File: config.mk
export PLATFORM = sky130hd
export DESIGN_NAME = standard_timer
export DESIGN_NICKNAME = d
export VERILOG_FILES = /design/src/std_timer_pkg.sv /design/src/standard_timer.sv
export SDC_FILE = /design/constraint.sdc
export NUM_CORES = 1
export LEC_CHECK = 0
export CAP_MARGIN = 10
export CORE_MARGIN = 10
export CORE_UTILIZATION = 65
export CTS_BUF_LIST = sky130_fd_sc_hd__clkbuf_8
export CTS_CLUSTER_SIZE = 30
export DETAILED_ROUTE_END_ITERATION = 10
export DONT_BUFFER_PORTS = 1
export PLACE_DENSITY = 0.81
export SYNTH_ARGS = -nofsm -noshare
export SYNTH_HDL_FRONTEND = slang
export SYNTH_SLANG_ARGS = --single-unit
File: constraint.sdc
create_clock -name mclk_i -period 4.8 [get_ports mclk_i]
set_clock_uncertainty 0.15 [all_clocks]
set_input_delay 0.96 -clock mclk_i [delete_from_list [all_inputs] [get_ports mclk_i]]
set_output_delay 0.96 -clock mclk_i [all_outputs]
set_load 0.02 [all_outputs]
File: src/std_timer_pkg.sv
// Package with constants and types for the standard timer operating-mode block.
package std_timer_pkg;

  // Mode selector codes.
  localparam logic [1:0] MODE_COMPARE = 2'h0;
  localparam logic [1:0] MODE_CAPTURE = 2'h1;
  localparam logic [1:0] MODE_PWM     = 2'h2;
  localparam logic [1:0] MODE_TIMER   = 2'h3;

  // Output function codes.
  localparam logic [1:0] OUTFN_NONE   = 2'h0;
  localparam logic [1:0] OUTFN_LOW    = 2'h1;
  localparam logic [1:0] OUTFN_HIGH   = 2'h2;
  localparam logic [1:0] OUTFN_TOGGLE = 2'h3;
  localparam logic [1:0] OUTFN_INACT  = 2'h0;
  localparam logic [1:0] OUTFN_ACT    = 2'h1;
  localparam logic [1:0] OUTFN_PWM    = 2'h2;
  localparam logic [1:0] OUTFN_PULSE  = 2'h3;

  // Register byte addresses on the AXI4-Lite bus.
  localparam logic [7:0] ADDR_CONTROL   = 8'h00;
  localparam logic [7:0] ADDR_COMPARE_A = 8'h04;
  localparam logic [7:0] ADDR_PERIOD    = 8'h08;
  localparam logic [7:0] ADDR_COUNTER   = 8'h0c;
  localparam logic [7:0] ADDR_STATUS    = 8'h10;

  // Control register field positions.
  localparam int CTL_CCLR_BIT = 0;
  localparam int CTL_DPX_BIT  = 1;
  localparam int CTL_POL_BIT  = 2;
  localparam int CTL_OC_BIT   = 3;
  localparam int CTL_IO_LSB   = 4;
  localparam int CTL_M_LSB    = 6;
  localparam int CTL_RUN_BIT  = 8;

  // Status register field positions (AF and PF write one to clear).
  localparam int STS_AF_BIT   = 0;
  localparam int STS_PF_BIT   = 1;
  localparam int STS_PIN_BIT  = 2;

  // Reset values.
  localparam logic [31:0] RST_CONTROL   = 32'h0000_0000;
  localparam logic [15:0] RST_COMPARE_A = 16'h0000;
  localparam logic [7:0]  RST_PERIOD    = 8'h00;

  // AXI response codes.
  localparam logic [1:0] RESP_OKAY   = 2'h0;
  localparam logic [1:0] RESP_SLVERR = 2'h2;

  // Decoded timer control, carried as one group.
  typedef struct packed {
    logic [1:0] mode_select;
    logic [1:0] output_function;
    logic       output_initial_level;
    logic       output_invert;
    logic       duty_period_swap;
    logic       clear_source_select;
  } timer_control_one_t;

  // Write-side bus states.
  typedef enum logic [2:0] {
    WR_IDLE = 3'b001,
    WR_WAIT = 3'b010,
    WR_RESP = 3'b100
  } wr_state_t;

endpackage : std_timer_pkg

File: src/standard_timer.sv
// Standard timer: compare, timer/counter, PWM and single pulse modes with AXI4-Lite registers.
`timescale 1ns/1ps
`default_nettype none

module standard_timer (
  input  wire logic        mclk_i,
  input  wire logic        rst_n_i,
  input  wire logic [7:0]  awaddr_i,
  input  wire logic        awvalid_i,
  output logic             awready_o,
  input  wire logic [31:0] wdata_i,
  input  wire logic [3:0]  wstrb_i,
  input  wire logic        wvalid_i,
  output logic             wready_o,
  output logic [1:0]       bresp_o,
  output logic             bvalid_o,
  input  wire logic        bready_i,
  input  wire logic [7:0]  araddr_i,
  input  wire logic        arvalid_i,
  output logic             arready_o,
  output logic [31:0]      rdata_o,
  output logic [1:0]       rresp_o,
  output logic             rvalid_o,
  input  wire logic        rready_i,
  input  wire logic        external_trigger_pin_i,
  output logic             timer_output_pin_o,
  output logic             timer_output_pin_oe_o,
  output logic             compare_a_match_flag_o,
  output logic             period_match_flag_o
);

  ////////////////////////////////////////////////////////////////////////////////
  // Declarations.

  std_timer_pkg::timer_control_one_t ctl;
  std_timer_pkg::wr_state_t          wr_state;
  logic        counter_run;
  logic [15:0] compare_a_value;
  logic [7:0]  period_value;
  logic [15:0] count;
  logic        run_q;
  logic        trig_q;
  logic        pin_level;
  logic        compare_a_match_flag;
  logic        period_match_flag;
  logic [7:0]  wr_addr;
  logic [31:0] wr_data;
  logic [3:0]  wr_strb;
  logic        aw_held;
  logic        w_held;
  logic        wr_fire;
  logic        wr_ok;
  logic        run_rise;
  logic        is_pwm;
  logic        is_pulse;
  logic        match_a;
  logic        match_p;
  logic        clear_cnt;
  logic        set_af;
  logic        set_pf;
  logic        stop_run;
  logic        pwm_active;
  logic        next_pin_level;
  logic        next_pin_oe;
  logic [16:0] duty_len;
  logic [16:0] period_len;
  logic [31:0] ctl_merged;
  logic [31:0] cmp_merged;
  logic [31:0] per_merged;

  // Merges a write word into a stored word under byte strobes.
  function automatic logic [31:0] apply_strobe(input logic [31:0] old_v,
                                               input logic [31:0] new_v,
                                               input logic [3:0]  strb);
    logic [31:0] res;
    res = old_v;
    for (int i = 0; i < 4; i++) begin
      if (strb[i]) begin
        res[i*8 +: 8] = new_v[i*8 +: 8];
      end
    end
    return res;
  endfunction : apply_strobe

  // Length in clocks that a period value stands for: value times 256, zero meaning 65536.
  function automatic logic [16:0] period_clocks(input logic [7:0] pv);
    return (pv == 8'h00) ? 17'h10000 : {1'b0, pv, 8'h00};
  endfunction : period_clocks

  ////////////////////////////////////////////////////////////////////////////////
  // Timer decode.

  assign run_rise = counter_run & ~run_q;
  assign is_pwm   = (ctl.mode_select == std_timer_pkg::MODE_PWM)
                    && (ctl.output_function != std_timer_pkg::OUTFN_PULSE);
  assign is_pulse = (ctl.mode_select == std_timer_pkg::MODE_PWM)
                    && (ctl.output_function == std_timer_pkg::OUTFN_PULSE);
  // The restart cycle still shows the old count, so it must not match.
  assign match_a  = counter_run && !run_rise && (count == compare_a_value);
  // full count compare, low byte 8'hff
  // Matching on the last count of the span makes the clear give value times 256 clocks.
  assign match_p  = counter_run && !run_rise && (count == {period_value - 8'h01, 8'hff});
  assign duty_len   = is_pwm && ctl.duty_period_swap ? period_clocks(period_value)
                      : {1'b0, compare_a_value};
  assign period_len = is_pwm && ctl.duty_period_swap ? {1'b0, compare_a_value}
                      : period_clocks(period_value);

  always_comb begin
    clear_cnt = 1'b0;
    set_af    = 1'b0;
    set_pf    = 1'b0;
    stop_run  = 1'b0;
    if (is_pulse) begin
      set_af   = match_a;
      stop_run = match_a;
    end else if (is_pwm) begin
      clear_cnt = ctl.duty_period_swap ? match_a : match_p;
      set_af = match_a;
      set_pf = match_p;
    end else if (ctl.clear_source_select) begin
      clear_cnt = match_a;
      set_af    = match_a;
    end else begin
      clear_cnt = match_p;
      set_af = match_a;
      set_pf = match_p;
    end
  end

  assign pwm_active = ({1'b0, count} < duty_len) || (duty_len >= period_len);

  always_comb begin
    next_pin_level = pin_level;
    next_pin_oe    = 1'b1;
    unique case (ctl.mode_select)
      std_timer_pkg::MODE_COMPARE: begin
        if (run_rise) begin
          next_pin_level = ctl.output_initial_level;
        end else if (set_af) begin
          unique case (ctl.output_function)
            std_timer_pkg::OUTFN_NONE:   next_pin_level = pin_level;
            std_timer_pkg::OUTFN_LOW:    next_pin_level = 1'b0;
            std_timer_pkg::OUTFN_HIGH:   next_pin_level = 1'b1;
            std_timer_pkg::OUTFN_TOGGLE: next_pin_level = ~pin_level;
          endcase
        end
      end
      std_timer_pkg::MODE_PWM: begin
        unique case (ctl.output_function)
          std_timer_pkg::OUTFN_INACT: next_pin_level = ~ctl.output_initial_level;
          std_timer_pkg::OUTFN_ACT:   next_pin_level = ctl.output_initial_level;
          std_timer_pkg::OUTFN_PWM:
            next_pin_level = (counter_run && pwm_active) ? ctl.output_initial_level
                                                         : ~ctl.output_initial_level;
          std_timer_pkg::OUTFN_PULSE:
            next_pin_level = (counter_run && !stop_run) ? ctl.output_initial_level
                                                        : ~ctl.output_initial_level;
        endcase
      end
      default: begin
        next_pin_oe = 1'b0;
      end
    endcase
  end

  ////////////////////////////////////////////////////////////////////////////////
  // Timer state.

  always_ff @(posedge mclk_i or negedge rst_n_i) begin
    if (!rst_n_i) begin
      count <= 16'h0000;
    end else if (run_rise) begin
      count <= 16'h0000;
    end else if (counter_run) begin
      count <= clear_cnt ? 16'h0000 : count + 16'h0001;
    end
  end

  always_ff @(posedge mclk_i or negedge rst_n_i) begin
    if (!rst_n_i) begin
      run_q  <= 1'b0;
      trig_q <= 1'b0;
    end else begin
      run_q  <= counter_run;
      trig_q <= external_trigger_pin_i;
    end
  end

  always_ff @(posedge mclk_i or negedge rst_n_i) begin
    if (!rst_n_i) begin
      pin_level             <= 1'b0;
      timer_output_pin_o    <= 1'b0;
      timer_output_pin_oe_o <= 1'b0;
    end else begin
      pin_level             <= next_pin_level;
      timer_output_pin_o    <= next_pin_level ^ (ctl.output_invert & next_pin_oe);
      timer_output_pin_oe_o <= next_pin_oe;
    end
  end

  always_ff @(posedge mclk_i or negedge rst_n_i) begin
    if (!rst_n_i) begin
      compare_a_match_flag   <= 1'b0;
      period_match_flag      <= 1'b0;
      compare_a_match_flag_o <= 1'b0;
      period_match_flag_o    <= 1'b0;
    end else begin
      compare_a_match_flag <= set_af | (compare_a_match_flag
        & ~(wr_ok && wr_addr == std_timer_pkg::ADDR_STATUS && wr_strb[0]
            && wr_data[std_timer_pkg::STS_AF_BIT]));
      period_match_flag <= set_pf | (period_match_flag
        & ~(wr_ok && wr_addr == std_timer_pkg::ADDR_STATUS && wr_strb[0]
            && wr_data[std_timer_pkg::STS_PF_BIT]));
      compare_a_match_flag_o <= set_af | compare_a_match_flag;
      period_match_flag_o    <= set_pf | period_match_flag;
    end
  end

  ////////////////////////////////////////////////////////////////////////////////
  // AXI4-Lite write side.

  assign wr_fire = (aw_held | (awvalid_i & awready_o)) & (w_held | (wvalid_i & wready_o));
  assign wr_ok   = (wr_state == std_timer_pkg::WR_WAIT) & aw_held & w_held;

  always_ff @(posedge mclk_i or negedge rst_n_i) begin
    if (!rst_n_i) begin
      wr_state  <= std_timer_pkg::WR_IDLE;
      aw_held   <= 1'b0;
      w_held    <= 1'b0;
      awready_o <= 1'b1;
      wready_o  <= 1'b1;
      bvalid_o  <= 1'b0;
      bresp_o   <= std_timer_pkg::RESP_OKAY;
      wr_addr   <= 8'h00;
      wr_data   <= 32'h0000_0000;
      wr_strb   <= 4'h0;
    end else begin
      if (awvalid_i && awready_o) begin
        wr_addr   <= awaddr_i;
        aw_held   <= 1'b1;
        awready_o <= 1'b0;
      end
      if (wvalid_i && wready_o) begin
        wr_data  <= wdata_i;
        wr_strb  <= wstrb_i;
        w_held   <= 1'b1;
        wready_o <= 1'b0;
      end
      unique case (wr_state)
        std_timer_pkg::WR_IDLE: begin
          if (wr_fire) begin
            wr_state <= std_timer_pkg::WR_WAIT;
          end
        end
        std_timer_pkg::WR_WAIT: begin
          bvalid_o <= 1'b1;
          bresp_o  <= (wr_addr[1:0] == 2'h0 && wr_addr <= std_timer_pkg::ADDR_STATUS)
                      ? std_timer_pkg::RESP_OKAY : std_timer_pkg::RESP_SLVERR;
          wr_state <= std_timer_pkg::WR_RESP;
        end
        std_timer_pkg::WR_RESP: begin
          if (bready_i) begin
            bvalid_o  <= 1'b0;
            aw_held   <= 1'b0;
            w_held    <= 1'b0;
            awready_o <= 1'b1;
            wready_o  <= 1'b1;
            wr_state  <= std_timer_pkg::WR_IDLE;
          end
        end
        default: wr_state <= std_timer_pkg::WR_IDLE;
      endcase
    end
  end

  assign ctl_merged = apply_strobe({24'h0, ctl}, wr_data, wr_strb);
  assign cmp_merged = apply_strobe({16'h0, compare_a_value}, wr_data, wr_strb);
  assign per_merged = apply_strobe({24'h0, period_value}, wr_data, wr_strb);

  // Registers written by software; the pulse logic may also move the run bit.
  always_ff @(posedge mclk_i or negedge rst_n_i) begin
    if (!rst_n_i) begin
      ctl             <= std_timer_pkg::RST_CONTROL[7:0];
      counter_run     <= std_timer_pkg::RST_CONTROL[std_timer_pkg::CTL_RUN_BIT];
      compare_a_value <= std_timer_pkg::RST_COMPARE_A;
      period_value    <= std_timer_pkg::RST_PERIOD;
    end else begin
      if (wr_ok && wr_addr == std_timer_pkg::ADDR_CONTROL) begin
        ctl <= ctl_merged[7:0];
      end
      if (wr_ok && wr_addr == std_timer_pkg::ADDR_COMPARE_A) begin
        compare_a_value <= cmp_merged[15:0];
      end
      if (wr_ok && wr_addr == std_timer_pkg::ADDR_PERIOD) begin
        period_value <= per_merged[7:0];
      end
      if (is_pulse && external_trigger_pin_i && !trig_q) begin
        counter_run <= 1'b1;
      end else if (stop_run) begin
        counter_run <= 1'b0;
      end else if (wr_ok && wr_addr == std_timer_pkg::ADDR_CONTROL && wr_strb[1]) begin
        counter_run <= wr_data[std_timer_pkg::CTL_RUN_BIT];
      end
    end
  end

  ////////////////////////////////////////////////////////////////////////////////
  // AXI4-Lite read side.

  always_ff @(posedge mclk_i or negedge rst_n_i) begin
    if (!rst_n_i) begin
      arready_o <= 1'b1;
      rvalid_o  <= 1'b0;
      rdata_o   <= 32'h0000_0000;
      rresp_o   <= std_timer_pkg::RESP_OKAY;
    end else if (rvalid_o) begin
      if (rready_i) begin
        rvalid_o  <= 1'b0;
        arready_o <= 1'b1;
      end
    end else if (arvalid_i && arready_o) begin
      arready_o <= 1'b0;
      rvalid_o  <= 1'b1;
      rresp_o   <= std_timer_pkg::RESP_OKAY;
      unique case (araddr_i)
        std_timer_pkg::ADDR_CONTROL:   rdata_o <= {23'h0, counter_run, ctl};
        std_timer_pkg::ADDR_COMPARE_A: rdata_o <= {16'h0, compare_a_value};
        std_timer_pkg::ADDR_PERIOD:    rdata_o <= {24'h0, period_value};
        std_timer_pkg::ADDR_COUNTER:   rdata_o <= {16'h0, count};
        std_timer_pkg::ADDR_STATUS:
          rdata_o <= {29'h0, pin_level, period_match_flag, compare_a_match_flag};
        default: begin
          rdata_o <= 32'h0000_0000;
          rresp_o <= std_timer_pkg::RESP_SLVERR;
        end
      endcase
    end
  end

endmodule : standard_timer

`default_nettype wire

Word level (Yosys, flattened, before mapping). Index checks and enable logic that the tools add are counted.

$lt $le $gt $ge: 3. Equal/unequal tests: 20. Reduce and logical (&&, ||, !) cells: 46. Multiplexer cells: 51. $add $sub $neg: 2. Bitwise gates (word level): 22.

Operators with widths (number): $pmux 16 s5 (1); $mux 17 (3); $mux 16 (3); $mux 1 (35); $eq 16x16->1 (2); $eq 8x4->1 const B (3); $logic_not 8->1 (3); $logic_and 1x1->1 (22); $ge 17x17->1 (1); $lt 16x17->1 (1); $add 16x1->16 const B (1); $eq 8x3->1 const B (2); $eq 8x5->1 const B (2); $reduce_and 2->1 (8); $and 1x1->1 (9); $pmux 3 s3 (1); $le 8x5->1 const B (1); $pmux 1 s4 (2); $sub 8x1->8 const B (1); $eq 2x2->1 const B (3); $logic_not 2->1 (3); $mux 3 (2); $ne 2x2->1 const B (3); $not 1->1 (6); other kinds (15) (26).

Word-level logic and storage cells: 178. Output and inout port bits: 45. Bits of input ports: 60. Register bits after elaboration: 130.

Longest topological paths before layout. Gate-level depths: netlist (run 1).

Depth after elaboration: 12. Gate-level depth with buffers: 16. Gate-level depth less buffers: 15.

Least setup slack after synthesis (run 1). OpenSTA, ideal clock, no wires.

Kind: reg2reg. From: reg ctl[4] (netlist name). To: reg timer_output_pin_o. Period minus slack after synthesis: 3.484 ns. Cell stages (with the launch flop): 16. Setup time: 0.082 ns. Buffers on the path: 2. Data arrival time: 3.252 ns. Setup slack: 1.316 ns. Data required time: 4.568 ns. Cell sequence: dfrtp_1 -> clkbuf_1 -> a21boi_1 -> and2_0 -> clkbuf_1 -> and3_1 -> a21o_1 -> inv_1 -> ha_1 -> and3_1 -> a221o_1 -> a221o_1 -> a21oi_1 -> nor2_1 -> a211o_1 -> a22oi_2.

Word-level cells in the longest chain between the ends: 11. Elaborated cells between the ends (all ways): 25. Those cells by class: 2 x order compare; 4 x eq/ne; 10 x mux; 1 x bitwise; 8 x reduce/logical.

Ends and longest elaborated chain: from (decl) (line standard_timer.sv:35) `std_timer_pkg::timer_control_one_t ctl;`; from (signal assigned) (line standard_timer.sv:283) `ctl <= std_timer_pkg::RST_CONTROL[7:0];`; from (signal assigned) (line standard_timer.sv:289) `ctl <= ctl_merged[7:0];`; $ne 2x2->1 (line standard_timer.sv:95) `&& (ctl.output_function != std_timer_pkg::OUTFN_PULSE);`; $logic_and 1x1->1 (line standard_timer.sv:95); $logic_and 1x1->1 (line standard_timer.sv:103, standard_timer.sv:105); $mux 17, on equally long branches (line standard_timer.sv:103, standard_timer.sv:105); $lt 16x17->1 or $ge 17x17->1 (tied branches) (line standard_timer.sv:130) `assign pwm_active = ({1'b0, count} < duty_len) || (duty_len >= period_len);`; $logic_or 1x1->1 (line standard_timer.sv:130); $logic_and 1x1->1 (line standard_timer.sv:153) `next_pin_level = (counter_run && pwm_active) ? ctl.output_initial_level`; $mux 1 (line standard_timer.sv:153); $pmux 1 s4 (line standard_timer.sv:149) `unique case (ctl.output_function)`; $pmux 1 s2 * (line standard_timer.sv:135) `unique case (ctl.mode_select)`; $xor 1x1->1 * (line standard_timer.sv:196) `timer_output_pin_o <= next_pin_level ^ (ctl.output_invert & next_pin_oe);`; to (signal assigned) (line standard_timer.sv:196); to (decl) (line standard_timer.sv:26) `output logic timer_output_pin_o,`.

Mark *: on every way between the ends. The rest lies on a longest branch, timed or not. A chain may end at the register's enable or synchronous reset.

Worst setup path in the final report (run 1).
From: reg period_value[4]. To: reg timer_output_pin_o.

Word-level cells in the longest chain between the ends: 10. Elaborated cells between the ends (all ways): 12. Those cells by class: 2 x order compare; 6 x mux; 1 x bitwise; 3 x reduce/logical.

Ends and longest elaborated chain: from (decl) (line standard_timer.sv:39) `logic [7:0] period_value;`; from (signal assigned) (line standard_timer.sv:286) `period_value <= std_timer_pkg::RST_PERIOD;`; from (signal assigned) (line standard_timer.sv:295) `period_value <= per_merged[7:0];`; $logic_not 8->1 (line standard_timer.sv:87) `return (pv == 8'h00) ? 17'h10000 : {1'b0, pv, 8'h00};`; $mux 17 * (line standard_timer.sv:87); $mux 17, on equally long branches (line standard_timer.sv:103, standard_timer.sv:105); $lt 16x17->1 or $ge 17x17->1 (tied branches) (line standard_timer.sv:130); $logic_or 1x1->1 * (line standard_timer.sv:130); $logic_and 1x1->1 * (line standard_timer.sv:153); $mux 1 * (line standard_timer.sv:153); $pmux 1 s4 * (line standard_timer.sv:149); $pmux 1 s2 * (line standard_timer.sv:135); $xor 1x1->1 * (line standard_timer.sv:196).

Marks and branches as above.

==> results of run 1 <==
-- cell usage after synthesis, types with 4 or more instances --
cell type,n
dfrtp_1,108
nand2_1,79
mux2_2,53
o21ai_0,29
inv_1,28
mux2i_1,27
nor2_1,27
xnor2_1,25
ha_1,22
a21oi_1,20
buf_4,20
clkbuf_1,20
o21ai_1,20
nand2b_1,19
and3_1,14
nand4_1,13
o31ai_1,13
nor3_1,12
nand3_1,10
nor2b_1,9
a21o_1,7
buf_6,6
o22ai_1,6
a221oi_1,5
nand3b_1,5
or3_1,5
or4_1,5
a31oi_1,4
buf_2,4
dfstp_2,4
-- per-stage QoR --
step	worst slack, ps	power, mW
after floorplan	1320	1.78
after global placement	1130	1.89
after detailed placement	1100	1.93
after CTS	1040	2.48
after global routing	760	2.62
final	972	2.48
-- registers in the layout, summed over array words and instances (netlist names), 2 cells and up --
name,flops
wr_strb,2
wr_state,3
ctl,8
wr_addr,8
wr_data,16
count,16
period_value,8
compare_a_value,16
rdata_o,16
-- power by group through the flow --
stage                     logic (mW)  clock network (mW)  registers, mW
after floorplan                0.524                   0           1.26
after global placement         0.554                   0           1.34
after detailed placement       0.579                   0           1.35
after CTS                      0.588               0.569           1.33
after global routing           0.661               0.605           1.36
final                          0.590               0.557           1.33
-- final cells by class --
type,instances,area [um^2]
inverter,28,105
timing repair buffer,6,45.0
clock buffer,10,138
sequential,112,2810
multi-input combinational,504,3540
fill,829,3320
tap,136,170
clock inverter,6,58.8
-- kinds of logic after synthesis --
| kind of cell | share of synthesized area |
|---|---|
| AOI/OAI and AO/OA | 0.132 |
| xor gates and xnor gates | 0.0414 |
| adders and majority gates | 0.0410 |
| buffers and inverters | 0.0636 |
| DFF | 0.419 |
| muxes | 0.129 |
| other | 0.000559 |
| and+or+nand+nor | 0.174 |
-- critical path: stages, from the launching register on --
cell	delay [ps]
dfrtp_1	570
nor4_4	390
nand4bb_1	290
and3_1	270
a21o_1	170
ha_1	310
o21ai_0	110
a41o_1	240
a31oi_1	180
o221ai_1	140
a311oi_1	290
buf_4	190
nor2_1	60
a211o_1	250
a22oi_2	140
-- per-layer routing --
layer / part of all wire / GRT usage / up-vias
li1: - / - / 2366
met1: 0.40 / 0.292 / 2470
met2: 0.47 / 0.360 / 223
met3: 0.11 / 0.0648 / 22
met4: 0.018 / 0.0760 / 0
met5: 0 / 0 / -
-- worst paths after layout --
kind	from	endpoint	slack, ps	cells after the start
max	period_value[4]$_DFFE_PN0P_	timer_output_pin_o$_DFF_PN0_	970	14
min	rst_n_i	rdata_o[15]$_DFFE_PN0P_	100	0
max reg2reg	period_value[4]$_DFFE_PN0P_	timer_output_pin_o$_DFF_PN0_	970	14
min reg2reg	wr_addr[1]$_DFFE_PN0P_	wr_addr[1]$_DFFE_PN0P_	360	1
max in group asynchronous	rst_n_i	wr_state[0]$_DFFE_PN1P_	4130	0
min in group mclk_i	wr_addr[1]$_DFFE_PN0P_	wr_addr[1]$_DFFE_PN0P_	360	1
==> impl_metrics.csv, run 1 <==
group,metric,value,unit
logic_synthesis,ys.flop_type,"dfrtp_1",
flow_run,cap_violations,0,
min_path,hp-class,"in2async",
power_and_ir_drop,pwr-share-seq,0.537,
placed_design,gp_congestion,0.957,
routing,dr.pass1.iters,5,
timing,drv_slew,0,
finish,final_cell_count_no_fill,802,
finish,final_common_cell,"dfrtp_1",
worst_setup_path,path_max_fanout,9,
die,core.rowCount,37,
logic_synthesis,async_flop_share,1.00,
finish,post-route-cell-area,0.00686,mm^2
logic_synthesis,avgSynthCellArea,9.88,um^2
global_route,grt_max_degree,113,
logic_synthesis,netlist_area,0.00671,mm^2
power_and_ir_drop,switching_power,0.856,mW
routing,drt-total-wl,16.3,mm
run_status,status,"finished clean",
timing,setup_viol,0,
timing,hold_viol_final,0,
logic_synthesis,synth_edf_count,0,
power_and_ir_drop,leakagePower,2.97,nW
cts,clkSlewWorstSetupHoldPaths,110,ps
global_route,grt_first_pass_wirelength,26.7,mm
logic_synthesis,synth.distinct_cells,68,
die,core-area,0.0102,mm^2
placed_design,dp_hpwl,12.2,mm
timing,worst_pin_slew,962,ps
timing,setup-tns-final,0,ps
worst_setup_path,start_kind,"flip-flop",
die,die_w,122,um
die,fp.dieH,122,um
power_and_ir_drop,p_comb_frac,0.238,
finish,final_cell_mix,"dfrtp_1 (108), nand2_1 (79), mux2_2 (53)",
finish,antenna_cells,0,
cts,cts_root_buf,"clkbuf_8",
timing,hold_ws,96.9,ps
worst_setup_path,required,4980,ps
power_and_ir_drop,irDropWorstVdd,281,uV
logic_synthesis,ys_seq_area_frac,0.419,
logic_synthesis,yosysTopAreaCellShare,0.403,
logic_synthesis,postSynthCellCount,679,
finish,fin_util,0.674,
finish,syn_to_final_growth,2.29,%
worst_setup_path,crit_path_end_kind,"flip-flop",
logic_synthesis,yosys_warnings,0,
timing,layout_min_cycle_time,3830,ps
power_and_ir_drop,swShare,0.345,
timing,fmaxAchievable,261,MHz
routing,first_iter_violations,528,
cts,insertion_delay,390,ps
power_and_ir_drop,clkPwrFrac,0.225,
power_and_ir_drop,intPower,1.62,mW
finish,nets,743,
cts,clockBufferDepth,2,
routing,antenna_left,0,
cts,cts.repair.resized,0,
cts,cts_sinks,112,
routing,routed_wire_length_per_instance,20.4,um
cts,htreeDepth,3,
finish,drive_gt1_frac,0.138,
die,initial_core_util,0.658,
global_route,grt_pass1_vias,4972,
placed_design,dpl_cell_area,0.00666,mm^2
worst_setup_path,worstSetupPathType,"reg2reg",
cts,cts_tree,"built",
logic_synthesis,synthTopCellsByArea,"dfrtp_1 (40%), mux2_2 (8.9%), nand2_1 (4.4%), ha_1 (4.1%), mux2i_1 (4.0%)",
timing,relSlewSlack,0.359,
routing,drc,0,
global_route,antenna_found_initial,0,
die,die-area,0.0148,mm^2
placed_design,place_inst,786,
timing,rsz0062_at_grt,"false",
cts,postCtsHoldBufs,0,
cts,cts_buffers,9,
logic_synthesis,synth-seq-cells,112,
global_route,overflow,0,
power_and_ir_drop,power_density,361,mW/mm^2
timing,finalCritPeriodShare,0.797,
routing,avgViaCountPerCell,6.34,
routing,via_count,5081,
placed_design,port_buffers,0,
global_route,grt_util_all_layers,0.227,
worst_setup_path,cp.arrival,4000,ps
logic_synthesis,synth.largest_area_cell,"dfrtp_1",
die,ios,105,
cts,cts_setup_buffers,0,
No activity file was read; power rests on OpenSTA's default activity.
==> run 2: changes to the inputs <==
--- a/config.mk
+++ b/config.mk
@@ -5,6 +5,7 @@
 export SDC_FILE = /design/constraint.sdc
 export NUM_CORES = 1
 export LEC_CHECK = 0
+export ABC_AREA = 1
 export CAP_MARGIN = 10
 export CORE_MARGIN = 10
 export CORE_UTILIZATION = 65
==> constraint.sdc (replaced) <==
create_clock -name mclk_i -period 3.6 [get_ports mclk_i]
set_clock_uncertainty 0.15 [all_clocks]
set_input_delay 0.72 -clock mclk_i [delete_from_list [all_inputs] [get_ports mclk_i]]
set_output_delay 0.72 -clock mclk_i [all_outputs]
set_load 0.02 [all_outputs]
==> run 2 against run 1 <==
Net effect:
- clock power is 31% higher
- largest power group unchanged
- non-clock buffer count is 8 higher
- via count is 11% higher
- combinational power is 140% higher
- largest cell class unchanged
- sequential cell count stayed put
- sequential power is 41% higher
- total power is 61% higher
- critical endpoint unchanged
==> impl_metrics.csv, run 2 <==
group,metric,value,unit
power_and_ir_drop,leakagePower,3.43,nW
worst_setup_path,crit_top_cell,"nand2_1",
placed_design,post-place-ws,329,ps
min_path,hp-class,"in2async",
routing,drc,0,
logic_synthesis,async_flop_share,1.00,
worst_setup_path,path_max_fanout,7,
die,die_w,120,um
power_and_ir_drop,pwr-share-seq,0.466,
worst_setup_path,cp.arrival,3440,ps
timing,setup-tns-final,0,ps
cts,htreeDepth,3,
worst_setup_path,slowest_stage,"dfrtp_1",
worst_setup_path,cp_num_buf_inv,4,
power_and_ir_drop,intPower,2.37,mW
placed_design,dp_hpwl,13.6,mm
routing,avgViaCountPerCell,5.82,
timing,rsz0062_at_grt,"false",
logic_synthesis,synthTopCellsByArea,"dfrtp_1 (41%), nand2_1 (12%), inv_1 (6.6%), o21ai_0 (4.8%), ha_1 (4.2%)",
routing,via_count,5650,
die,die-area,0.0145,mm^2
global_route,antenna_found_initial,0,
die,core-area,0.00982,mm^2
routing,first_iter_violations,471,
timing,drv_slew,0,
cts,cts_sinks,112,
worst_setup_path,crit_path_end_kind,"flip-flop",
finish,final_cell_count_no_fill,970,
logic_synthesis,netlist_area,0.00656,mm^2
logic_synthesis,yosysTopAreaCellShare,0.412,
routing,antenna_left,0,
power_and_ir_drop,p_comb_frac,0.351,
logic_synthesis,avgSynthCellArea,7.91,um^2
worst_setup_path,slowest_delay,450,ps
logic_synthesis,synth.distinct_cells,49,
cts,cts_tree,"built",
timing,setup_viol,0,
power_and_ir_drop,power_density,582,mW/mm^2
power_and_ir_drop,power,4.00,mW
finish,syn_to_final_growth,4.79,%
finish,nets,914,
worst_setup_path,required,3750,ps
power_and_ir_drop,swShare,0.407,
timing,layout_min_cycle_time,3290,ps
logic_synthesis,yosys_warnings,0,
global_route,grt_first_pass_wirelength,28.6,mm
worst_setup_path,worst_r2r_path_depth,21,
logic_synthesis,synth_edf_count,0,
power_and_ir_drop,clkPwrFrac,0.183,
worst_setup_path,crit_chain,"inv_1 > nand4_2 > inv_2 > buf_4 > o21ai_0 > ha_1 > inv_1 > nor2_1 > nand3b_1 > nor2_1 > nand3_1 > nor2_1 > nor2_1 > nand2_1 > nand2_1 > nand2_1 > nand3_1 > nand3_1 > nand3_1 > nand2_1 > nand2_1",
cts,clockBufferDepth,2,
placed_design,port_buffers,0,
logic_synthesis,ys.flop_type,"dfrtp_1",
logic_synthesis,ys_seq_area_frac,0.428,
finish,drive_gt1_frac,0.0884,
worst_setup_path,start_kind,"flip-flop",
placed_design,place_inst,952,
timing,worst_pin_slew,967,ps
global_route,grt_util_all_layers,0.248,
cts,cts_buffers,9,
routing,drt-total-wl,17.8,mm
flow_run,cap_violations,0,
global_route,overflow,0,
die,core.rowCount,36,
run_status,status,"finished clean",
global_route,grt_max_degree,109,
die,fp.dieH,120,um
placed_design,gp_congestion,1.01,
finish,fin_util,0.700,
logic_synthesis,synth-seq-cells,112,
timing,relSlewSlack,0.354,
timing,fin_ws,311,ps
timing,fmaxAchievable,304,MHz
logic_synthesis,yosysMostFrequentCell,"nand2_1",
timing,hold_viol_final,0,
logic_synthesis,yosys-top-cells-count,"nand2_1 (203), inv_1 (116), dfrtp_1 (108), nor2_1 (69), o21ai_0 (63)",
cts,cts_root_buf,"clkbuf_8",
power_and_ir_drop,irDropWorstVdd,449,uV
routing,dr.pass1.iters,5,
logic_synthesis,synth.largest_area_cell,"dfrtp_1",
finish,final_cell_mix,"nand2_1 (202), inv_1 (117), dfrtp_1 (108)",
die,initial_core_util,0.668,
timing,finalCritPeriodShare,0.914,
cts,insertion_delay,390,ps
die,ios,105,
routing,routed_wire_length_per_instance,18.3,um
cts,clkSlewWorstSetupHoldPaths,100,ps
worst_setup_path,worstSetupPathType,"reg2reg",
finish,final_common_cell,"nand2_1",
finish,antenna_cells,0,
worst_setup_path,cp_top_family,"simple AND/OR/NAND/NOR gates",
global_route,grt_pass1_vias,5561,
power_and_ir_drop,switching_power,1.63,mW
worst_setup_path,cp_num_cells,21,
logic_synthesis,postSynthCellCount,829,
-- run 2: routing by layer --
metal,up-vias,part of all wire,wire length (um),global-route usage
li1,2668,-,-,-
met1,2675,0.41,7280,0.312
met2,269,0.46,8250,0.395
met3,38,0.098,1740,0.0675
met4,0,0.028,501,0.102
met5,-,0,0,0
-- run 2: final cells by class --
class / instances / area, um^2
inverter: 122 / 458
clock inverter: 5 / 40.0
clock buffer: 11 / 151
sequential: 112 / 2810
timing repair buffer: 14 / 128
tap: 133 / 166
multi-input combinational: 573 / 3120
fill: 832 / 2950
-- run 2: worst paths after layout --
path	from	endpoint	slack, ps
max	ctl[6]$_DFFE_PN0P_	timer_output_pin_o$_DFF_PN0_	310
min	rst_n_i	count[11]$_DFFE_PN0P_	60
max reg2reg	ctl[6]$_DFFE_PN0P_	timer_output_pin_o$_DFF_PN0_	310
min reg2reg	trig_q$_DFF_PN0_	counter_run$_DFFE_PN0P_	300
max in group asynchronous	rst_n_i	wready_o$_DFF_PN1_	2400
min in group mclk_i	external_trigger_pin_i	trig_q$_DFF_PN0_	190
-- run 2: cell families after synthesis --
| group | count (synthesis) | synth area share |
|---|---|---|
| flops | 112 | 0.428 |
| buf+inv | 161 | 0.106 |
| xor+xnor | 28 | 0.0374 |
| simple gates | 345 | 0.227 |
| mux | 12 | 0.0206 |
| fa+ha+maj | 22 | 0.0420 |
| compound gates | 148 | 0.139 |
| other cells | 1 | 0.000572 |
-- run 2: what timing repair did --
action / CTS / global route
gates resized for setup: 0 / 2
hold buffers: 2 / 0
endpoints found under the hold margin: 108 / 0
setup buffers: 0 / 0
endpoints found under the setup margin: 0 / 2
-- run 2: power by group through the flow --
stage	sequential, mW	clock (mW)	combinational [mW]
after floorplan	1.81	0	1.05
after global placement	1.87	0	1.29
after detailed placement	1.88	0	1.35
after CTS	1.86	0.743	1.39
after global routing	1.90	0.788	1.59
final	1.87	0.731	1.40
-- run 2: through the flow --
step | cell area (um^2) | hold WS (ps)
after CTS | 6870 | 116
final | 6870 | 57.5
after global routing | 6870 | 88.0
after global placement | 6640 | 277
after floorplan | 6620 | 205
after detailed placement | 6640 | 278
==> run 3: changes to the inputs <==
==> constraint.sdc (replaced) <==
create_clock -name mclk_i -period 3.69 [get_ports mclk_i]
set_clock_uncertainty 0.15 [all_clocks]
set_input_delay 0.738 -clock mclk_i [delete_from_list [all_inputs] [get_ports mclk_i]]
set_output_delay 0.738 -clock mclk_i [all_outputs]
set_load 0.02 [all_outputs]
==> run 3 against run 2 <==
Net effect:
- combinational power down 3%
- first-iteration DRC count is 52% higher
- register-to-register slack better by 190 ps
- critical path depth increased by 7
- maximum frequency is 3.2% higher
- sequential share of layout area hardly changed
- non-clock buffer count increased by 1
- sequential power shrank 3%
- hold slack got worse by 26 ps
- design area hardly changed
- via count about the same
- setup slack better by 190 ps
==> impl_metrics.csv, run 3 (synthesis results as in run 2) <==
group,metric,value,unit
die,ios,105,
cts,cts_tree,"built",
global_route,grt_first_pass_wirelength,29.3,mm
min_path,hp-class,"in2async",
timing,hold_viol_final,0,
global_route,grt_max_degree,109,
finish,syn_to_final_growth,4.75,%
routing,avgViaCountPerCell,5.81,
finish,final_cell_count_no_fill,971,
routing,drt-total-wl,17.9,mm
global_route,antenna_found_initial,0,
routing,antenna_left,0,
finish,final_cell_mix,"nand2_1 (203), inv_1 (117), dfrtp_1 (108)",
finish,regArea,0.00281,mm^2
routing,first_iter_violations,718,
cts,htreeDepth,3,
finish,multi_input_area,0.00312,mm^2
placed_design,gp_congestion,0.997,
timing,setup_viol,0,
finish,drive_gt1_frac,0.0871,
die,initial_core_util,0.668,
worst_setup_path,worstSetupPathType,"reg2reg",
routing,via_count,5645,
cts,cts_sinks,112,
cts,cts.repair.resized,0,
die,fp.dieH,120,um
power_and_ir_drop,power_density,563,mW/mm^2
global_route,overflow,0,
placed_design,place_inst,953,
worst_setup_path,crit_top_cell,"nand2_1",
die,core-area,0.00982,mm^2
cts,clockBufferDepth,2,
finish,final_common_cell,"nand2_1",
placed_design,dp_hpwl,13.7,mm
worst_setup_path,cp.arrival,3380,ps
routing,drc,0,
placed_design,port_buffers,0,
timing,fmaxAchievable,314,MHz
finish,fin_util,0.700,
worst_setup_path,path_max_fanout,5,
worst_setup_path,cp_top_family,"simple AND/OR/NAND/NOR gates",
power_and_ir_drop,irDropWorstVdd,463,uV
finish,post-route-cell-area,0.00687,mm^2
worst_setup_path,slowest_stage,"dfrtp_1",
placed_design,dpl_cell_area,0.00665,mm^2
cts,cts_buffers,9,
timing,hold_ws,31.1,ps
timing,relSlewSlack,0.355,
cts,cts_setup_buffers,0,
worst_setup_path,cp_num_buf_inv,1,
worst_setup_path,crit_path_end_kind,"flip-flop",
timing,finalCritPeriodShare,0.864,
worst_setup_path,slowest_delay,430,ps
worst_setup_path,start_kind,"flip-flop",
routing,routed_wire_length_per_instance,18.4,um
cts,cts_root_buf,"clkbuf_8",
global_route,grt_util_all_layers,0.253,
global_route,grt_pass1_vias,5643,
cts,insertion_delay,390,ps
finish,nets,915,
die,core.rowCount,36,
routing,dr.pass1.iters,9,
timing,drv_slew,0,
timing,rsz0062_at_grt,"false",
timing,worst_pin_slew,965,ps
run_status,status,"finished clean",
power_and_ir_drop,leakagePower,3.43,nW
flow_run,cap_violations,0,
cts,postCtsHoldBufs,1,
die,die_w,120,um
timing,setup-tns-final,0,ps
cts,clkSlewWorstSetupHoldPaths,110,ps
worst_setup_path,required,3880,ps
timing,layout_min_cycle_time,3190,ps
finish,antenna_cells,0,
die,die-area,0.0145,mm^2
finish,fillers,836,
==> run 3: per-layer routing <==
| metal | global-route usage | routed length, um | vias up |
|---|---|---|---|
| met3 | 0.0638 | 1630 | 41 |
| met2 | 0.399 | 8300 | 271 |
| li1 | - | - | 2673 |
| met5 | 0 | 0 | - |
| met4 | 0.106 | 507 | 0 |
| met1 | 0.326 | 7460 | 2660 |
==> run 3: final cells by class <==
class	count	area share
inverters	122	0.0666
clock inverters	7	0.00874
repair buffers	15	0.0197
clock buffers	9	0.0180
multi-input cells	573	0.454
well taps	133	0.0242
flip-flops and latches	112	0.409
==> run 3: where the power goes <==
part	internal, mW	switching, mW
Clock	0.254	0.432
Combinational	0.505	0.853
Sequential	1.52	0.299
==> run 3: worst paths after layout <==
| path | start | endpoint | slack [ps] | depth (start not counted) |
|---|---|---|---|---|
| worst max-delay path | period_value[3]$_DFFE_PN0P_ | timer_output_pin_o$_DFF_PN0_ | 500 | 28 |
| worst min register to register | trig_q$_DFF_PN0_ | counter_run$_DFFE_PN0P_ | 310 | 1 |
| min in group mclk_i | external_trigger_pin_i | trig_q$_DFF_PN0_ | 210 | 0 |
| worst min-delay path | rst_n_i | arready_o$_DFFE_PN1P_ | 30 | 0 |
| max in group asynchronous | rst_n_i | wr_state[0]$_DFFE_PN1P_ | 2600 | 1 |
| worst max register to register | period_value[3]$_DFFE_PN0P_ | timer_output_pin_o$_DFF_PN0_ | 500 | 28 |
==> run 3: per-stage QoR <==
| step | total power [mW] | worst slack, ps |
|---|---|---|
| after floorplan | 2.79 | 814 |
| after global placement | 3.09 | 617 |
| after detailed placement | 3.16 | 577 |
| after CTS | 3.87 | 542 |
| after global routing | 4.18 | 81.3 |
| final | 3.87 | 503 |
==> run 3: worst reg2reg max path, delay by kind of cell, from the launching register on <==
family	cells	cell delay [ps]
AND/OR/NAND/NOR	26	2080
flip-flops	1	430
buffers and inverters	1	230
adder cells (fa/ha/maj)	1	250
